<file path="src/core/hsc_pkg.sv">
/*
  Shared constants for the chirp detection handshake: line states,
  operating modes, timing counts and the controller's register map.
  Assumes one clock at CLK_HZ standing in for the transceiver output clock.
*/
package hsc_pkg;
  localparam int CLK_HZ = 40000000;
  localparam int CLK_MHZ = CLK_HZ / 1000000;
  localparam int CNT_W = 20;

  // Line state codes
  localparam logic [1:0] LS_SE0 = 2'h0;
  localparam logic [1:0] LS_J = 2'h1;
  localparam logic [1:0] LS_K = 2'h2;

  // Operating modes and select levels
  localparam logic [1:0] OPMODE_NORMAL = 2'h0;
  localparam logic [1:0] OPMODE_RAW = 2'h2;
  localparam logic SEL_HS = 1'b0;
  localparam logic SEL_FS = 1'b1;
  localparam logic [7:0] TX_ZERO = 8'h00;

  // Timing, as printed and as cycle counts
  localparam logic [CNT_W-1:0] CHIRP_CYCLES_DEF = 20'h101D0;
  localparam int FILT_TIME_NS = 2500;
  localparam logic [7:0] FILT_CYCLES = 8'hA5;
  localparam int NO_CHIRP_TIME_US = 2000;
  localparam logic [CNT_W-1:0] NO_CHIRP_CYCLES_DEF = CNT_W'(NO_CHIRP_TIME_US * CLK_MHZ);
  localparam int WAKE_TIME_US = 5000;
  localparam logic [CNT_W-1:0] WAKE_CYCLES_DEF = CNT_W'(WAKE_TIME_US * CLK_MHZ);
  localparam int NOMINAL_TIME_US = 20000;
  localparam logic [CNT_W-1:0] NOMINAL_CYCLES_DEF = CNT_W'(NOMINAL_TIME_US * CLK_MHZ);
  localparam logic [2:0] CHIRPS_NEEDED = 3'h6;

  // Register map
  localparam int ADDR_W = 12;
  localparam logic [ADDR_W-1:0] CTRL_OFFSET = 12'h000;
  localparam logic [ADDR_W-1:0] STATUS_OFFSET = 12'h004;
  localparam int CTRL_START_BIT = 0;
  localparam int CTRL_SUSPEND_BIT = 1;
  localparam int STAT_STATE_LSB = 0;
  localparam int STAT_COUNT_LSB = 4;
  localparam int STAT_HS_BIT = 8;
  localparam int STAT_CLK_BIT = 9;

  typedef enum logic [2:0] {
    ST_IDLE = 3'b000,
    ST_SUSPEND = 3'b001,
    ST_WAKE = 3'b010,
    ST_CHIRP = 3'b011,
    ST_LISTEN = 3'b100,
    ST_HS = 3'b101,
    ST_FS = 3'b110
  } hsc_state_type;
endpackage : hsc_pkg

</file>
<file path="src/core/hsc_utmi_if.sv">
/*
  Transceiver control interface between link and transceiver.
  Assumes both ends are clocked by the same pclk.
*/
`timescale 1ns/100ps
interface hsc_utmi_if;
  logic xcvr_select;
  logic term_select;
  logic [1:0] opmode;
  logic tx_valid;
  logic [7:0] tx_data;
  logic suspend_low;
  logic [1:0] linestate;
  logic clock_usable;

  modport phy (
    input xcvr_select,
    input term_select,
    input opmode,
    input tx_valid,
    input tx_data,
    input suspend_low,
    output linestate,
    output clock_usable
  );

  modport link (
    output xcvr_select,
    output term_select,
    output opmode,
    output tx_valid,
    output tx_data,
    output suspend_low,
    input linestate,
    input clock_usable
  );
endinterface : hsc_utmi_if

</file>
<file path="src/core/hsc_link.sv">
/*
  Link end: runs the chirp detection handshake from idle or from suspend,
  generates the device chirp, validates host chirps, and offers control
  and status registers on APB.
  Assumes pclk stands for the transceiver output clock and that the
  clock is usable whenever the transceiver reports it so.
*/
// The implementer's own choices: register access over APB and the placing of the registers.
`timescale 1ns/100ps
module hsc_link #(
  parameter logic [hsc_pkg::CNT_W-1:0] CHIRP_CYCLES = hsc_pkg::CHIRP_CYCLES_DEF,
  parameter logic [hsc_pkg::CNT_W-1:0] NO_CHIRP_CYCLES = hsc_pkg::NO_CHIRP_CYCLES_DEF
) (
  input wire logic pclk,
  input wire logic presetn,
  hsc_utmi_if.link utmi,
  input wire logic psel,
  input wire logic penable,
  input wire logic pwrite,
  input wire logic [hsc_pkg::ADDR_W-1:0] paddr,
  input wire logic [31:0] pwdata,
  output logic [31:0] prdata,
  output logic pready,
  output logic pslverr
);
  import hsc_pkg::*;

  hsc_state_type state;
  logic [CNT_W-1:0] timer;
  logic [7:0] run;
  logic [1:0] last_ls;
  logic [2:0] chirp_count;
  logic start_req;
  logic suspend_req;
  logic access;
  logic wake_event;
  logic [1:0] expected_ls;

  assign access = psel && penable && !pready;
  assign wake_event = (state == ST_SUSPEND) && (last_ls == LS_J)
                      && (utmi.linestate == LS_SE0);
  // Released in the same cycle as the wake edge
  assign utmi.suspend_low = (state != ST_SUSPEND) || wake_event;
  assign utmi.tx_data = TX_ZERO;
  assign expected_ls = chirp_count[0] ? LS_J : LS_K;

  // APB slave, one wait cycle
  always_ff @(posedge pclk or negedge presetn) begin
    if (!presetn) begin
      pready <= 1'b0;
      pslverr <= 1'b0;
      prdata <= '0;
      start_req <= 1'b0;
      suspend_req <= 1'b0;
    end else begin
      pready <= access;
      start_req <= 1'b0;
      pslverr <= 1'b0;
      prdata <= '0;
      if (access) begin
        if (paddr == CTRL_OFFSET) begin
          if (pwrite) begin
            start_req <= pwdata[CTRL_START_BIT];
            suspend_req <= pwdata[CTRL_SUSPEND_BIT];
          end else begin
            prdata[CTRL_SUSPEND_BIT] <= suspend_req;
          end
        end else if (paddr == STATUS_OFFSET) begin
          if (!pwrite) begin
            prdata[STAT_STATE_LSB +: 3] <= state;
            prdata[STAT_COUNT_LSB +: 3] <= chirp_count;
            prdata[STAT_HS_BIT] <= (utmi.term_select == SEL_HS);
            prdata[STAT_CLK_BIT] <= utmi.clock_usable;
          end
        end else begin
          pslverr <= 1'b1;
        end
      end
    end
  end

  always_ff @(posedge pclk or negedge presetn) begin
    if (!presetn) begin
      last_ls <= LS_SE0;
    end else begin
      last_ls <= utmi.linestate;
    end
  end

  // Handshake sequencer
  always_ff @(posedge pclk or negedge presetn) begin
    if (!presetn) begin
      state <= ST_IDLE;
      timer <= '0;
      utmi.xcvr_select <= SEL_FS;
      utmi.term_select <= SEL_FS;
      utmi.opmode <= OPMODE_NORMAL;
      utmi.tx_valid <= 1'b0;
    end else begin
      case (state)
        ST_IDLE: begin
          utmi.xcvr_select <= SEL_FS;
          utmi.term_select <= SEL_FS;
          if (start_req) begin
            // Chirp starts at once, leaving margin for a late start
            state <= ST_CHIRP;
            timer <= '0;
            utmi.opmode <= OPMODE_RAW;
            utmi.xcvr_select <= SEL_HS;
            utmi.tx_valid <= 1'b1;
          end else if (suspend_req) begin
            state <= ST_SUSPEND;
          end
        end
        ST_SUSPEND: begin
          if (wake_event) begin
            state <= ST_WAKE;
          end else if (!suspend_req) begin
            state <= ST_IDLE;
          end
        end
        ST_WAKE: begin
          if (utmi.clock_usable) begin
            state <= ST_CHIRP;
            timer <= '0;
            utmi.opmode <= OPMODE_RAW;
            utmi.xcvr_select <= SEL_HS;
            utmi.tx_valid <= 1'b1;
          end
        end
        ST_CHIRP: begin
          timer <= timer + 1'b1;
          if (timer == CHIRP_CYCLES - 1'b1) begin
            state <= ST_LISTEN;
            timer <= '0;
            utmi.tx_valid <= 1'b0;
            utmi.opmode <= OPMODE_NORMAL;
          end
        end
        ST_LISTEN: begin
          timer <= timer + 1'b1;
          if (chirp_count == CHIRPS_NEEDED) begin
            state <= ST_HS;
            utmi.term_select <= SEL_HS;
          end else if (timer == NO_CHIRP_CYCLES - 1'b1) begin
            state <= ST_FS;
            utmi.xcvr_select <= SEL_FS;
          end
        end
        ST_HS, ST_FS: begin
          if (start_req) begin
            state <= ST_IDLE;
            utmi.xcvr_select <= SEL_FS;
            utmi.term_select <= SEL_FS;
          end
        end
        default: begin
          state <= ST_IDLE;
        end
      endcase
    end
  end

  // Host chirp filter and counter
  always_ff @(posedge pclk or negedge presetn) begin
    if (!presetn) begin
      run <= '0;
      chirp_count <= '0;
    end else if (state != ST_LISTEN) begin
      run <= '0;
      chirp_count <= '0;
    end else if (utmi.linestate != last_ls) begin
      run <= '0;
      if (run < FILT_CYCLES) begin
        chirp_count <= '0;
      end
    end else if (run < FILT_CYCLES) begin
      run <= run + 1'b1;
      if (run == FILT_CYCLES - 1'b1) begin
        // Steady long enough; must match the alternation
        if (utmi.linestate == expected_ls && chirp_count != CHIRPS_NEEDED) begin
          chirp_count <= chirp_count + 1'b1;
        end else if (chirp_count != CHIRPS_NEEDED) begin
          chirp_count <= '0;
        end
      end
    end
  end
endmodule : hsc_link

</file>
<file path="src/flat_wrapper.sv">
// flat-port wrapper written by rule: the top's interface ports become plain ports
module hsc_link_flat import hsc_pkg::*;
#(
  parameter logic [hsc_pkg::CNT_W-1:0] CHIRP_CYCLES = hsc_pkg::CHIRP_CYCLES_DEF,
  parameter logic [hsc_pkg::CNT_W-1:0] NO_CHIRP_CYCLES = hsc_pkg::NO_CHIRP_CYCLES_DEF
)
  (pclk, presetn, psel, penable, pwrite, paddr, pwdata, prdata, pready, pslverr, utmi_xcvr_select, utmi_term_select, utmi_opmode, utmi_tx_valid, utmi_tx_data, utmi_suspend_low, utmi_linestate, utmi_clock_usable);
  hsc_utmi_if utmi_i ();
  input wire logic pclk;
  input wire logic presetn;
  input wire logic psel;
  input wire logic penable;
  input wire logic pwrite;
  input wire logic [hsc_pkg::ADDR_W-1:0] paddr;
  input wire logic [31:0] pwdata;
  output logic [31:0] prdata;
  output logic pready;
  output logic pslverr;
  output wire logic [$bits(utmi_i.xcvr_select)-1:0] utmi_xcvr_select;
  output wire logic [$bits(utmi_i.term_select)-1:0] utmi_term_select;
  output wire logic [$bits(utmi_i.opmode)-1:0] utmi_opmode;
  output wire logic [$bits(utmi_i.tx_valid)-1:0] utmi_tx_valid;
  output wire logic [$bits(utmi_i.tx_data)-1:0] utmi_tx_data;
  output wire logic [$bits(utmi_i.suspend_low)-1:0] utmi_suspend_low;
  input wire logic [$bits(utmi_i.linestate)-1:0] utmi_linestate;
  input wire logic [$bits(utmi_i.clock_usable)-1:0] utmi_clock_usable;
  assign utmi_xcvr_select = utmi_i.xcvr_select;
  assign utmi_term_select = utmi_i.term_select;
  assign utmi_opmode = utmi_i.opmode;
  assign utmi_tx_valid = utmi_i.tx_valid;
  assign utmi_tx_data = utmi_i.tx_data;
  assign utmi_suspend_low = utmi_i.suspend_low;
  assign utmi_i.linestate = utmi_linestate;
  assign utmi_i.clock_usable = utmi_clock_usable;
  hsc_link #(.CHIRP_CYCLES(CHIRP_CYCLES), .NO_CHIRP_CYCLES(NO_CHIRP_CYCLES)) u_core (.pclk(pclk), .presetn(presetn), .utmi(utmi_i), .psel(psel), .penable(penable), .pwrite(pwrite), .paddr(paddr), .pwdata(pwdata), .prdata(prdata), .pready(pready), .pslverr(pslverr));
endmodule
</file>
<file path="config.mk">
export PLATFORM = sky130hd
export DESIGN_NAME = hsc_link_flat
export DESIGN_NICKNAME = d
export VERILOG_FILES = /design/src/core/hsc_pkg.sv /design/src/core/hsc_utmi_if.sv /design/src/core/hsc_link.sv /design/src/flat_wrapper.sv
export SDC_FILE = /design/constraint.sdc
export NUM_CORES = 1
export LEC_CHECK = 0
export BUFFER_PORTS_ARGS = -buffer_cell sky130_fd_sc_hd__buf_2
export CORE_MARGIN = 4
export CORE_UTILIZATION = 45
export CTS_CLUSTER_DIAMETER = 100
export CTS_CLUSTER_SIZE = 20
export DETAILED_ROUTE_END_ITERATION = 6
export PLACE_DENSITY = 0.73
export SLEW_MARGIN = 25
export SYNTH_ARGS = -nofsm -noshare
export SYNTH_HDL_FRONTEND = slang
export SYNTH_SLANG_ARGS = --single-unit
</file>
<file path="constraint.sdc">
create_clock -name pclk -period 6.4 [get_ports pclk]
set_input_delay 0.32 -clock pclk [delete_from_list [all_inputs] [get_ports pclk]]
set_output_delay 0.32 -clock pclk [all_outputs]
set_load 0.005 [all_outputs]
</file>
; ---- Yosys cells after proc, flatten, opt, wreduce, memory -nomap -nowiden
; Cells that the tools add are included.
[word_totals]
register_bits = 53
in_bits = 52
wordCells = 133
[classes]
add_sub_neg = 3
magnitude_cmp = 1
n_eq_ne = 27
n_mux = 61
bitwise_logic = 1
n_reduce_logical = 26
[op_table]
columns = cell, count
row1 = 20-bit case mux with 4 select lines, 1
row2 = 3-bit 2-to-1 mux, 23
row3 = 20-bit 2-to-1 mux, 3
row4 = 20-bit by 17-bit equality test with 1-bit output (second input constant), 2
row5 = 8-bit 2-to-1 mux, 3
row6 = 20-bit by 1-bit adder with 20-bit output (second input constant), 1
row7 = 1-bit 2-to-1 mux, 18
row8 = 3-bit case mux with 6 select lines, 1
row9 = 2-bit 2-to-1 mux, 8
row10 = 12-bit by 3-bit equality test with 1-bit output (second input constant), 1
row11 = 3-bit equality test (second input constant), 4
row12 = 12-bit zero test, 1
row13 = 3-bit AND reduction, 4
row14 = 3-bit nonzero test, 4
row15 = 4-bit nonzero test, 3
row16 = 2-bit by 1-bit inequality test with 1-bit output (second input constant), 5
row17 = 3-bit by 1-bit inequality test with 1-bit output (second input constant), 3
row18 = 3-bit inequality test (second input constant), 3
row19 = 8-bit by 1-bit adder with 8-bit output (second input constant), 1
row20 = 8-bit equality test (second input constant), 1
row21 = 8-bit less-than comparator (second input constant), 1
row22 = 3-bit by 2-bit equality test with 1-bit output (second input constant), 2
row23 = 1-bit case mux with 3 select lines, 2
row24 = 2-bit case mux with 3 select lines, 1
row25 = 18 further kinds, 23

; ---- Longest topological paths before layout
; Gate-level depths: netlist of the first run.
[depth]
ltp_word = 8
depth_mapped = 7

; ---- Least setup slack after synthesis of the first run
; OpenSTA, ideal clock, no wires.
[synth_timing]
kind = reg-to-reg
startpoint = reg u_core.timer[17]
endpoint = reg u_core.timer[15]
setup_time_ns = 0.121
arrival_time_ns = 1.881
required_time_ns = 6.279
path_slack_ns = 4.398
stages_incl_launch_ff = 7
path_cell_list = dfrtp_1 or4b_4 nor4_4 a21o_4 buf_6 o21ai_2 a22o_1
[synth_between]
elab_chain_cells = 3
[synth_rtl]
columns = element, line
row1 = start: declaration, hsc_link.sv:29  ; logic [CNT_W-1:0] timer;
row2 = start signal: assignment, hsc_link.sv:132  ; timer <= timer + 1'b1;
row3 = start signal: assignment, hsc_link.sv:141  ; timer <= timer + 1'b1;
row4 = 20-bit by 17-bit equality test with 1-bit output, hsc_link.sv:133  ; if (timer == CHIRP_CYCLES - 1'b1) begin
row5 = 20-bit 2-to-1 mux, hsc_link.sv:133
row6 = 20-bit case mux with 4 select lines, hsc_link.sv:100  ; case (state)
; No other way between the ends.
; A chain may end at the register's enable or synchronous reset.

; ---- Worst setup path after layout of the first run
[layout_timing]
startpoint = reg u_core.state[2]
endpoint = reg u_core.timer[12]
[layout_between]
elab_chain_cells = 3
word_cells_on_any_way = 9
[layout_rtl]
columns = element, line
row1 = start: declaration, hsc_link.sv:28  ; hsc_state_type state;
row2 = start signal: assignment, hsc_link.sv:93  ; state <= ST_IDLE;
row3 = start signal: assignment, hsc_link.sv:106  ; state <= ST_CHIRP;
row4 = start signal: assignment, hsc_link.sv:112  ; state <= ST_SUSPEND;
row5 = 3-bit by 2-bit equality test with 1-bit output (tied with other cells), hsc_link.sv:100
row6 = 4-bit nonzero test (no source line) (tied with other cells), --
row7 = 3-bit AND reduction (no source line), --
; Several ways; a longest one is shown, not always the timed one.

==> results of run 1 <==
routing by layer:
layer,share of wire (%),track usage [%]
met1,47,18.69
met2,45,24.46
met3,6.2,3.811
met4,1.8,6.030
met5,0,0
power by group:
part / switching, mW / internal [mW] / leakage [nW]
clock: 0.106 / 0.0766 / 0.0412
sequential: 0.110 / 0.391 / 0.660
combinational: 0.136 / 0.108 / 0.707
final cells by class:
class / instances / area share [%]
well taps: 80 / 3.053
multi-input cells: 259 / 47.44
inverters: 17 / 1.947
clock buffers: 6 / 2.214
flip-flops and latches: 51 / 39.01
clock inverters: 2 / 0.3817
repair buffers: 38 / 5.954
how the worst min path moves through the flow:
stage | startpoint | end | slack (ns) | depth (start not counted)
global placement | u_core.pready | u_core.pslverr | 0.44 | 1
detailed placement | u_core.pready | u_core.pslverr | 0.45 | 1
CTS | presetn | u_core.chirp_count[1] | 0.13 | 2
finish | presetn | u_core.prdata[5] | 0.11 | 2
floorplan | presetn | u_core.chirp_count[0] | 0.02 | 0
global route | utmi_linestate[0] | u_core.last_ls[0] | 0.16 | 1
placed cells by master, fill, tap and decap left out, drive strengths merged, types with 2 or more instances in the layout:
master  synthesis  final
nor4            5      5
o21ai          26     26
inv            17     17
dfstp           2      2
conb            1     33
a22o            3      3
ha              5      5
mux2            2      2
or4             2      2
or3            10     10
o31ai           4      4
o32a            2      2
a31oi           8      8
a21oi          21     21
clkbuf          6      6
a41oi           6      6
nand3          16     16
nor3            8      8
nor3b           4      4
nand2b          4      4
mux2i           2      2
nor2b           2      2
and3            3      3
nand4          10     10
xor2            5      5
nor2           22     22
xnor2           2      2
a21o            3      3
buf            40     38
nand2          22     22
dfrtp          49     49
nor4bb          2      2
and2            8      8
o21a            2      2
or4b            2      2
critical path: cells and delay by family, from the launching register on:
kind            cells  cell delay, ns
compound gates      4            1.33
simple gates        1            0.38
flops               1            0.62
sequential cells by signal (all words and copies together), names as in the netlist:
| name | cells |
|---|---|
| u_core.timer | 20 |
| u_core.utmi.opmode | 1 |
| u_core.run | 8 |
| u_core.pslverr | 1 |
| u_core.suspend_req | 1 |
| u_core.chirp_count | 3 |
| u_core.start_req | 1 |
| u_core.pready | 1 |
| u_core.state | 3 |
| u_core.last_ls | 2 |
| u_core.utmi.term_select | 1 |
| u_core.prdata | 8 |
| u_core.utmi.xcvr_select | 1 |
stage by stage:
stage	power (mW)	setup WS (ns)	area, um^2
finish	0.9273	3.988	3278
global route	0.9983	3.781	3278
CTS	0.9287	3.986	3278
detailed placement	0.7476	3.999	3193
global placement	0.7354	3.995	3193
floorplan	0.6977	4.398	3239
cell families after synthesis:
logic type,count (synthesis)
and+or+nand+nor,124
AOI/OAI and AO/OA,86
buffers and inverters,63
DFF,51
xor gates and xnor gates,7
adders and majority gates,5
muxes,4
other,1
==> results.md, run 1 <==
- Outcome: finished clean
- Vias/cell: 5.554
- Initial antenna violation count: 0
- Core ar.: 6756 um^2
- Commonest cells post-synth: 49 x dfrtp_1, 34 x buf_4, 25 x o21ai_0, 22 x nand2_1, 22 x nor2_1
- Grt ovf: 0
- Setup CP Type: reg -> reg
- Gpl congestion: 0.9081
- Final Net Count: 429
- # resized after CTS: 0
- Final core occ: 48.52%
- Vias: 2516
- Vias in the first global route: 2319
- DR iter-0 viols: 108
- CP Capture Type: flip-flop
- Required time worst endpoint: 6.62 ns
- Area of the multi-input gates: 1555 um^2
- # port buffers: 36
- Post-Place Cells: 445
- Per-cell routed wire length: 13.58 um
- Post-Synth XOR/XNOR Area: 1.966%
- Synth Register Bits: 51
- Dominant synthesized flop cell: dfrtp_1
- Number of synthesized flops with an enable pin: 0
- Reg2Reg Capture Point: u_core.timer[12]
- Synth Instances: 341
- Final non-filler cell total: 453
- Area Overhead vs Synth: 5.094%
- Sequential area share after synthesis: 40.99%
- H-Tree Depth: 2
- CP endpoint: u_core.timer[12]
- CTS Hold Buffers Added: 0
- Main combinational cell family by area after synthesis: simple AND/OR/NAND/NOR gates
- Total GRT Usage: 14.91%
- Die Y: 91.26 um
- Global-route wire length before repair: 10350 um
- Number of diodes: 0
- CTS sink count: 51
- Post-synth ARST share: 100.0%
- Avg Cell Area, Syn: 9.147 um^2
- Largest net degree at the start of global routing: 52
- Critical path peak fanout: 22
- Clock root cell: clkbuf_8
- Crit path from: u_core.state[2]
- Post-synthesis simple-gate area fraction: 22.62%
- Setup Buffers After CTS: 0
- MaxCap Viol Count: 0
- Die X: 91.26 um
- Reg clk slew, reported paths: 0.09 ns
- Die Footprint: 8327 um^2
- Worst r2r path cells: 5
- Ys Warns: 0
- IO Pins: 100
- Clock buffer count from CTS: 5
- CP max-delay cell: a21oi_2
- R2R Setup Slk: 3.99 ns
- Worst R2R Start: u_core.state[2]
- Minimum clock period: 2.412 ns
- Adder-Cell Fraction of Synth Area: 2.006%
- Slew HR: 38.07%
- Starting Density: 46.17%
- Synth cell types: 63
- Final-report hold violation count: 0
- Top-area cell type share of the netlist area: 39.31%
- Largest cells by area after synthesis: dfrtp_1 39%, buf_4 8.2%, o21ai_0 4.0%
- Top cell type by total area after synthesis: dfrtp_1
- Fin crit share: 37.69%
- Area occupied by registers: 1279 um^2
- Layout fillers: 656
- Worst Setup Start Kind: flip-flop
- WHS: 0.1146 ns
- 1st-pass router iterations: 4
- Wirelength, routed: 6153 um
- Fin Setup TNS: 0 ns
- P_leak: 1.408 nW
- Most common cell in the netlist: dfrtp_1
- Worst Max-Slew Pin Slew: 0.9289 ns
- CTS Buffer Depth: 2
- Power Density: 282.9 nW/um^2
- Worst hold path class: in -> async
- Clock Latency Late Sink: 0.31 ns
- TritonCTS clock tree: yes
- Drc violations: 0
- Mux cell area share after synthesis: 1.364%
- Fraction of layout cells with a size suffix above 1: 17.69%
- Antenna-violating nets left: 0
- Peak VDD IR: 0.09861 mV
- Slew Limit Fails: 0
- Post-Syn Area: 3119 um^2
- CP max stage delay: 0.68 ns
- Post-synthesis compound-gate area fraction: 17.93%
- Final setup violating endpoints: 0
- RSZ-0062 raised after global routing: false
- CP arrival: 2.63 ns
- Cell Chain, Critical Path: nor3b_2 -> o21ba_2 -> a21oi_2 -> a41oi_1 -> a31oi_1
- Highest Clock Rate: 414.5 MHz
- Final Skew: 0.009672 ns
- Post-DP HPWL: 4391 um
- Site Rows: 30
Note: power is estimated with default switching activity, not from simulation.
==> run 2: changes to the inputs <==
- clock period: 6.4 -> 2.4 ns (I/O delays scaled with it)
==> run 2 against run 1 <==
Compared with the run above:
- final cell count rose by 3.5%
- worst setup slack got worse by 3.7 ns
- first-iteration DRC count is 24% higher
- non-clock buffer count is 16 higher
- combinational power rose to 3.2 times the previous value
- critical path depth is 1 higher
- core utilization is 2.3 points higher
- hold slack got worse by 0.092 ns
- clock-buffer cell count is 1 higher
==> results.md, run 2 (synthesized netlist as in run 1, its figures left out) <==
- Area Overhead vs Synth: 9.988%
- Reg clk slew, reported paths: 0.09 ns
- Worst Max-Slew Pin Slew: 0.5641 ns
- Worst Setup Start Kind: flip-flop
- Crit path from: u_core.timer[9]
- IO Pins: 100
- Die Y: 91.26 um
- Final core occ: 50.78%
- Required time worst endpoint: 2.60 ns
- Slew Limit Fails: 0
- Final Net Count: 445
- Vias in the first global route: 2300
- Gr busiest metal: met2
- Wirelength, routed: 6172 um
- Final-report hold violation count: 0
- CTS Buffer Depth: 2
- Setup Buffers After CTS: 0
- Initial antenna violation count: 0
- Peak VDD IR: 0.2648 mV
- Fin crit share: 88.38%
- Global-route met3 utilization: 3.563%
- CP arrival: 2.32 ns
- P_leak: 1.496 nW
- Die X: 91.26 um
- Layout fillers: 618
- Final setup violating endpoints: 0
- TritonCTS clock tree: yes
- Clock Latency Late Sink: 0.31 ns
- R2R Setup Slk: 0.28 ns
- Slew HR: 62.05%
- Area occupied by registers: 1279 um^2
- MaxCap Viol Count: 0
- Fraction of layout cells with a size suffix above 1: 20.05%
- Vias/cell: 5.518
- DR iter-0 viols: 134
- H-Tree Depth: 2
- Vias: 2588
- Worst hold path class: in -> reg
- Worst R2R Start: u_core.timer[9]
- Largest net degree at the start of global routing: 25
- Grt met1 use: 20.02%
- Gpl congestion: 0.9614
- Reg2Reg Capture Point: u_core.timer[15]
- Core ar.: 6756 um^2
- Outcome: finished clean
- Critical path peak fanout: 12
- RSZ-0062 raised after global routing: false
- Clock buffer count from CTS: 5
- Antenna-violating nets left: 0
- Most frequent cells in the layout: 49 x dfrtp_1, 36 x buf_2, 33 x conb_1, 25 x o21ai_0
- Largest register by flop count: u_core.timer
- CP Capture Type: flip-flop
- 1st-pass router iterations: 4
- Highest Clock Rate: 471.4 MHz
- Number of diodes: 0
- Most common cell after layout, fill and taps aside: dfrtp_1
- Global-route wire length before repair: 10630 um
- Minimum clock period: 2.121 ns
- Drc violations: 0
- Max FFs per register: 20
- Worst r2r path cells: 6
- Area of the multi-input gates: 1555 um^2
- Starting Density: 46.17%
- Site Rows: 30
- # port buffers: 36
- CTS sink count: 51
- Final Skew: 0.004315 ns
- Per-cell routed wire length: 13.16 um
- Fin Setup TNS: 0 ns
- CP endpoint: u_core.timer[15]
- Post-DP HPWL: 4621 um
- Die Footprint: 8327 um^2
- Grt ovf: 0
- Total GRT Usage: 15.33%
- Clock root cell: clkbuf_8
- Power Density: 748.8 nW/um^2
- WHS: 0.02212 ns
- Setup CP Type: reg -> reg
- Met2 Use GR: 24.46%
- Biggest regs: u_core.timer: 20 flops, u_core.prdata: 8 flops, u_core.run: 8 flops
==> run 2: changes by cell type in the layout (fill, tap and decap cells not counted) <==
| cell | before | now |
|---|---|---|
| clkinv_2 | 1 | 0 |
| clkinv_4 | 0 | 1 |
| clkinvlp_4 | 1 | 0 |
| clkbuf_8 | 5 | 6 |
| buf_4 | 2 | 13 |
| buf_12 | 0 | 1 |
| dlygate4sd3_1 | 0 | 4 |
==> run 2: cell type report <==
| type | count | area share (%) |
|---|---|---|
| Multi-Input combinational cell | 259 | 45.33 |
| Sequential cell | 51 | 37.27 |
| Timing Repair Buffer | 54 | 9.847 |
| Tap cell | 80 | 2.918 |
| Clock buffer | 7 | 2.516 |
| Inverter | 17 | 1.860 |
| Clock inverter | 1 | 0.2553 |
==> run 2: repair_timing <==
item | 4_1_cts | 5_1_grt
endpoints found under the setup margin | 0 | 0
hold buffers | 4 | 0
hold endpoints to repair | 52 | 0
gates resized for setup | 0 | 0
==> run 2: layer usage <==
metal | share of wire [%] | vias to the layer above
met4 | 1.8 | 0
met2 | 45 | 104
met5 | 0 | -
li1 | - | 1265
met1 | 45 | 1208
met3 | 7.7 | 11
==> run 2: worst max-delay path, cell delays in order, from the launching register on <==
cell and delay [ns]:
dfrtp_1 0.44, or4_4 0.57, nor4_4 0.31, buf_4 0.19, a21o_4 0.19, o21ai_2 0.07, a22o_1 0.24
==> run 2: metrics by stage <==
stage	instances	setup WS [ns]	instance area [um^2]	total power [mW]
finish	469	0.2788	3431	2.569
global route	469	0.2017	3431	2.761
CTS	469	0.2862	3431	2.587
detailed placement	457	0.3024	3296	2.058
global placement	457	0.3307	3296	2.032
floorplan	373	0.3980	3239	1.861
==> run 2: report_power, final <==
part	total, mW	internal (mW)	leakage, nW	switching [mW]
Combinational	0.782	0.345	0.788	0.436
Sequential	1.27	1.04	0.660	0.229
Clock	0.515	0.237	0.0484	0.279
Total	2.57	1.62	1.50	0.944
==> run 2: worst min path at each step <==
stage | start | to | slack, ns | cells after the start
floorplan | presetn | u_core.chirp_count[0] | -0.18 | 0
global placement | presetn | u_core.prdata[4] | -0.06 | 1
detailed placement | presetn | u_core.prdata[5] | -0.06 | 1
CTS | pwdata[0] | u_core.start_req | 0.01 | 2
global route | pwdata[0] | u_core.start_req | 0.02 | 2
finish | pwdata[0] | u_core.start_req | 0.02 | 2
==> run 3: changes to the inputs <==
- HOLD_SLACK_MARGIN: not set -> 0.08
- MAX_ROUTING_LAYER: not set -> met4
==> run 3 against run 2 <==
Compared with the run above:
- clock power is essentially flat
- first-iteration DRC count fell by 17%
- via count grew 0.19%
- combinational power is 0.9% higher
- sequential share of layout area is 0.43 points lower
- worst setup slack worse by 0.0091 ns
- global-route usage grew 0.67 points
- maximum frequency decreased by 0.43%
- routed wire length is 1.4% higher
- clock skew is essentially flat
==> results.md, run 3 (synthesized netlist as in run 1, its figures left out) <==
- Slew HR: 62.19%
- Power Density: 741.6 nW/um^2
- Fraction of layout cells with a size suffix above 1: 19.85%
- Drc violations: 0
- Die X: 91.26 um
- Highest Clock Rate: 469.4 MHz
- Fin Setup TNS: 0 ns
- Initial antenna violation count: 0
- Final core occ: 51.37%
- Per-cell routed wire length: 13.24 um
- CP top delay family: simple AND/OR/NAND/NOR gates
- Biggest regs: u_core.timer: 20 flops, u_core.prdata: 8 flops, u_core.run: 8 flops
- Final setup violating endpoints: 0
- Most common cell after layout, fill and taps aside: dfrtp_1
- Setup CP Type: reg -> reg
- Clock buffer count from CTS: 5
- Site Rows: 30
- CP max stage delay: 0.58 ns
- IO Pins: 100
- Wirelength, routed: 6261 um
- Fin crit share: 88.76%
- P_leak: 1.511 nW
- Clock Latency Late Sink: 0.31 ns
- CP arrival: 2.33 ns
- Vias/cell: 5.482
- Largest register by flop count: u_core.timer
- WP buf/inv: 1
- Grt ovf: 0
- Most frequent cells in the layout: 49 x dfrtp_1, 36 x buf_2, 33 x conb_1, 25 x o21ai_0
- Reg clk slew, reported paths: 0.09 ns
- Vias: 2593
- Setup Buffers After CTS: 0
- Die Y: 91.26 um
- Outcome: finished clean
- Wl on met1: 2755 um
- CTS Buffer Depth: 2
- Core ar.: 6756 um^2
- Global-route wire length before repair: 10780 um
- Worst Max-Slew Pin Slew: 0.5620 ns
- Routed length on met3: 427 um
- MaxCap Viol Count: 0
- RSZ-0062 raised after global routing: false
- Critical path peak fanout: 12
- Required time worst endpoint: 2.60 ns
- Gpl congestion: 0.9791
- Total GRT Usage: 16.00%
- CP Capture Type: flip-flop
- 1st-pass router iterations: 5
- Cell Chain, Critical Path: or4_4 -> nor4_4 -> buf_4 -> a21o_4 -> o21ai_2 -> a22o_1
- Die Footprint: 8327 um^2
- # resized after CTS: 0
- Slew Limit Fails: 0
- Number of diodes: 0
- Final Net Count: 449
- Worst Setup Start Kind: flip-flop
- Worst hold path class: in -> reg
- DR iter-0 viols: 111
- Final Skew: 0.004236 ns
- Area Overhead vs Synth: 11.27%
- Routed wl met2: 2970 um
- Largest net degree at the start of global routing: 25
- Starting Density: 46.17%
- CP max-delay cell: or4_4
- Final-report hold violation count: 0
- Antenna-violating nets left: 0
- Minimum clock period: 2.130 ns
- Top Metal Used: met4
- TritonCTS clock tree: yes
- # port buffers: 36
- H-Tree Depth: 2
- CTS sink count: 51
- Post-DP HPWL: 4621 um
- Clock root cell: clkbuf_8
- Max FFs per register: 20
- Peak VDD IR: 0.2593 mV
- Vias in the first global route: 2338
-- run 3: cell types whose count changed in the layout (fill, tap and decap cells not counted), sizes merged --
cell / previous run / this run
dlygate4sd3: 4 / 8
-- run 3: power by group --
group | internal (mW) | switching, mW | leakage, nW
clock | 0.236 | 0.276 | 0.0484
sequential | 1.04 | 0.230 | 0.660
combinational | 0.350 | 0.438 | 0.803
-- run 3: worst reg2reg max path, stage by stage, from the launching register on --
cell	delay [ns]
dfrtp_1	0.44
or4_4	0.58
nor4_4	0.31
buf_4	0.19
a21o_4	0.20
o21ai_2	0.08
a22o_1	0.24
-- run 3: area by class of cell --
| cell class | count | area, um^2 |
|---|---|---|
| well taps | 80 | 100.1 |
| repair buffers | 58 | 377.9 |
| inverters | 17 | 63.81 |
| multi-input cells | 259 | 1555 |
| flip-flops and latches | 51 | 1279 |
| clock buffers | 7 | 86.33 |
| clock inverters | 1 | 8.758 |
| fillers | 612 | 3286 |
-- run 3: per-stage QoR --
stage	instance area [um^2]	worst slack [ns]	total power, mW	hold WS [ns]	cells
global route	3471	0.09106	2.766	0.1042	473
global placement	3296	0.3307	2.032	-0.06407	457
finish	3471	0.2697	2.574	0.1054	473
CTS	3471	0.2862	2.592	0.1078	473
detailed placement	3296	0.3024	2.058	-0.06259	457
floorplan	3239	0.3980	1.861	-0.1756	373
-- run 3: final timing paths --
check,start,endpoint,slack [ns],cells past startpoint
worst min register to register,u_core.pready,u_core.pslverr,0.47,1
min in group asynchronous,presetn,u_core.prdata[4],0.15,2
worst max register to register,u_core.timer[9],u_core.timer[15],0.27,6
max in group asynchronous,presetn,u_core.utmi.xcvr_select,1.70,3
worst min-delay path,utmi_clock_usable,u_core.prdata[9],0.11,2
worst max-delay path,u_core.timer[9],u_core.timer[15],0.27,6
-- run 3: repair_timing --
action | 4_1_cts | 5_1_grt
hold buffers | 8 | 0
setup endpoints to repair | 0 | 0
hold endpoints to repair | 56 | 0
-- run 3: layer usage --
layer | track usage, % | vias up
li1 | - | 1271
met1 | 20.23 | 1208
met2 | 25.20 | 105
met3 | 3.314 | 9
met4 | 6.281 | 0
met5 | - | -
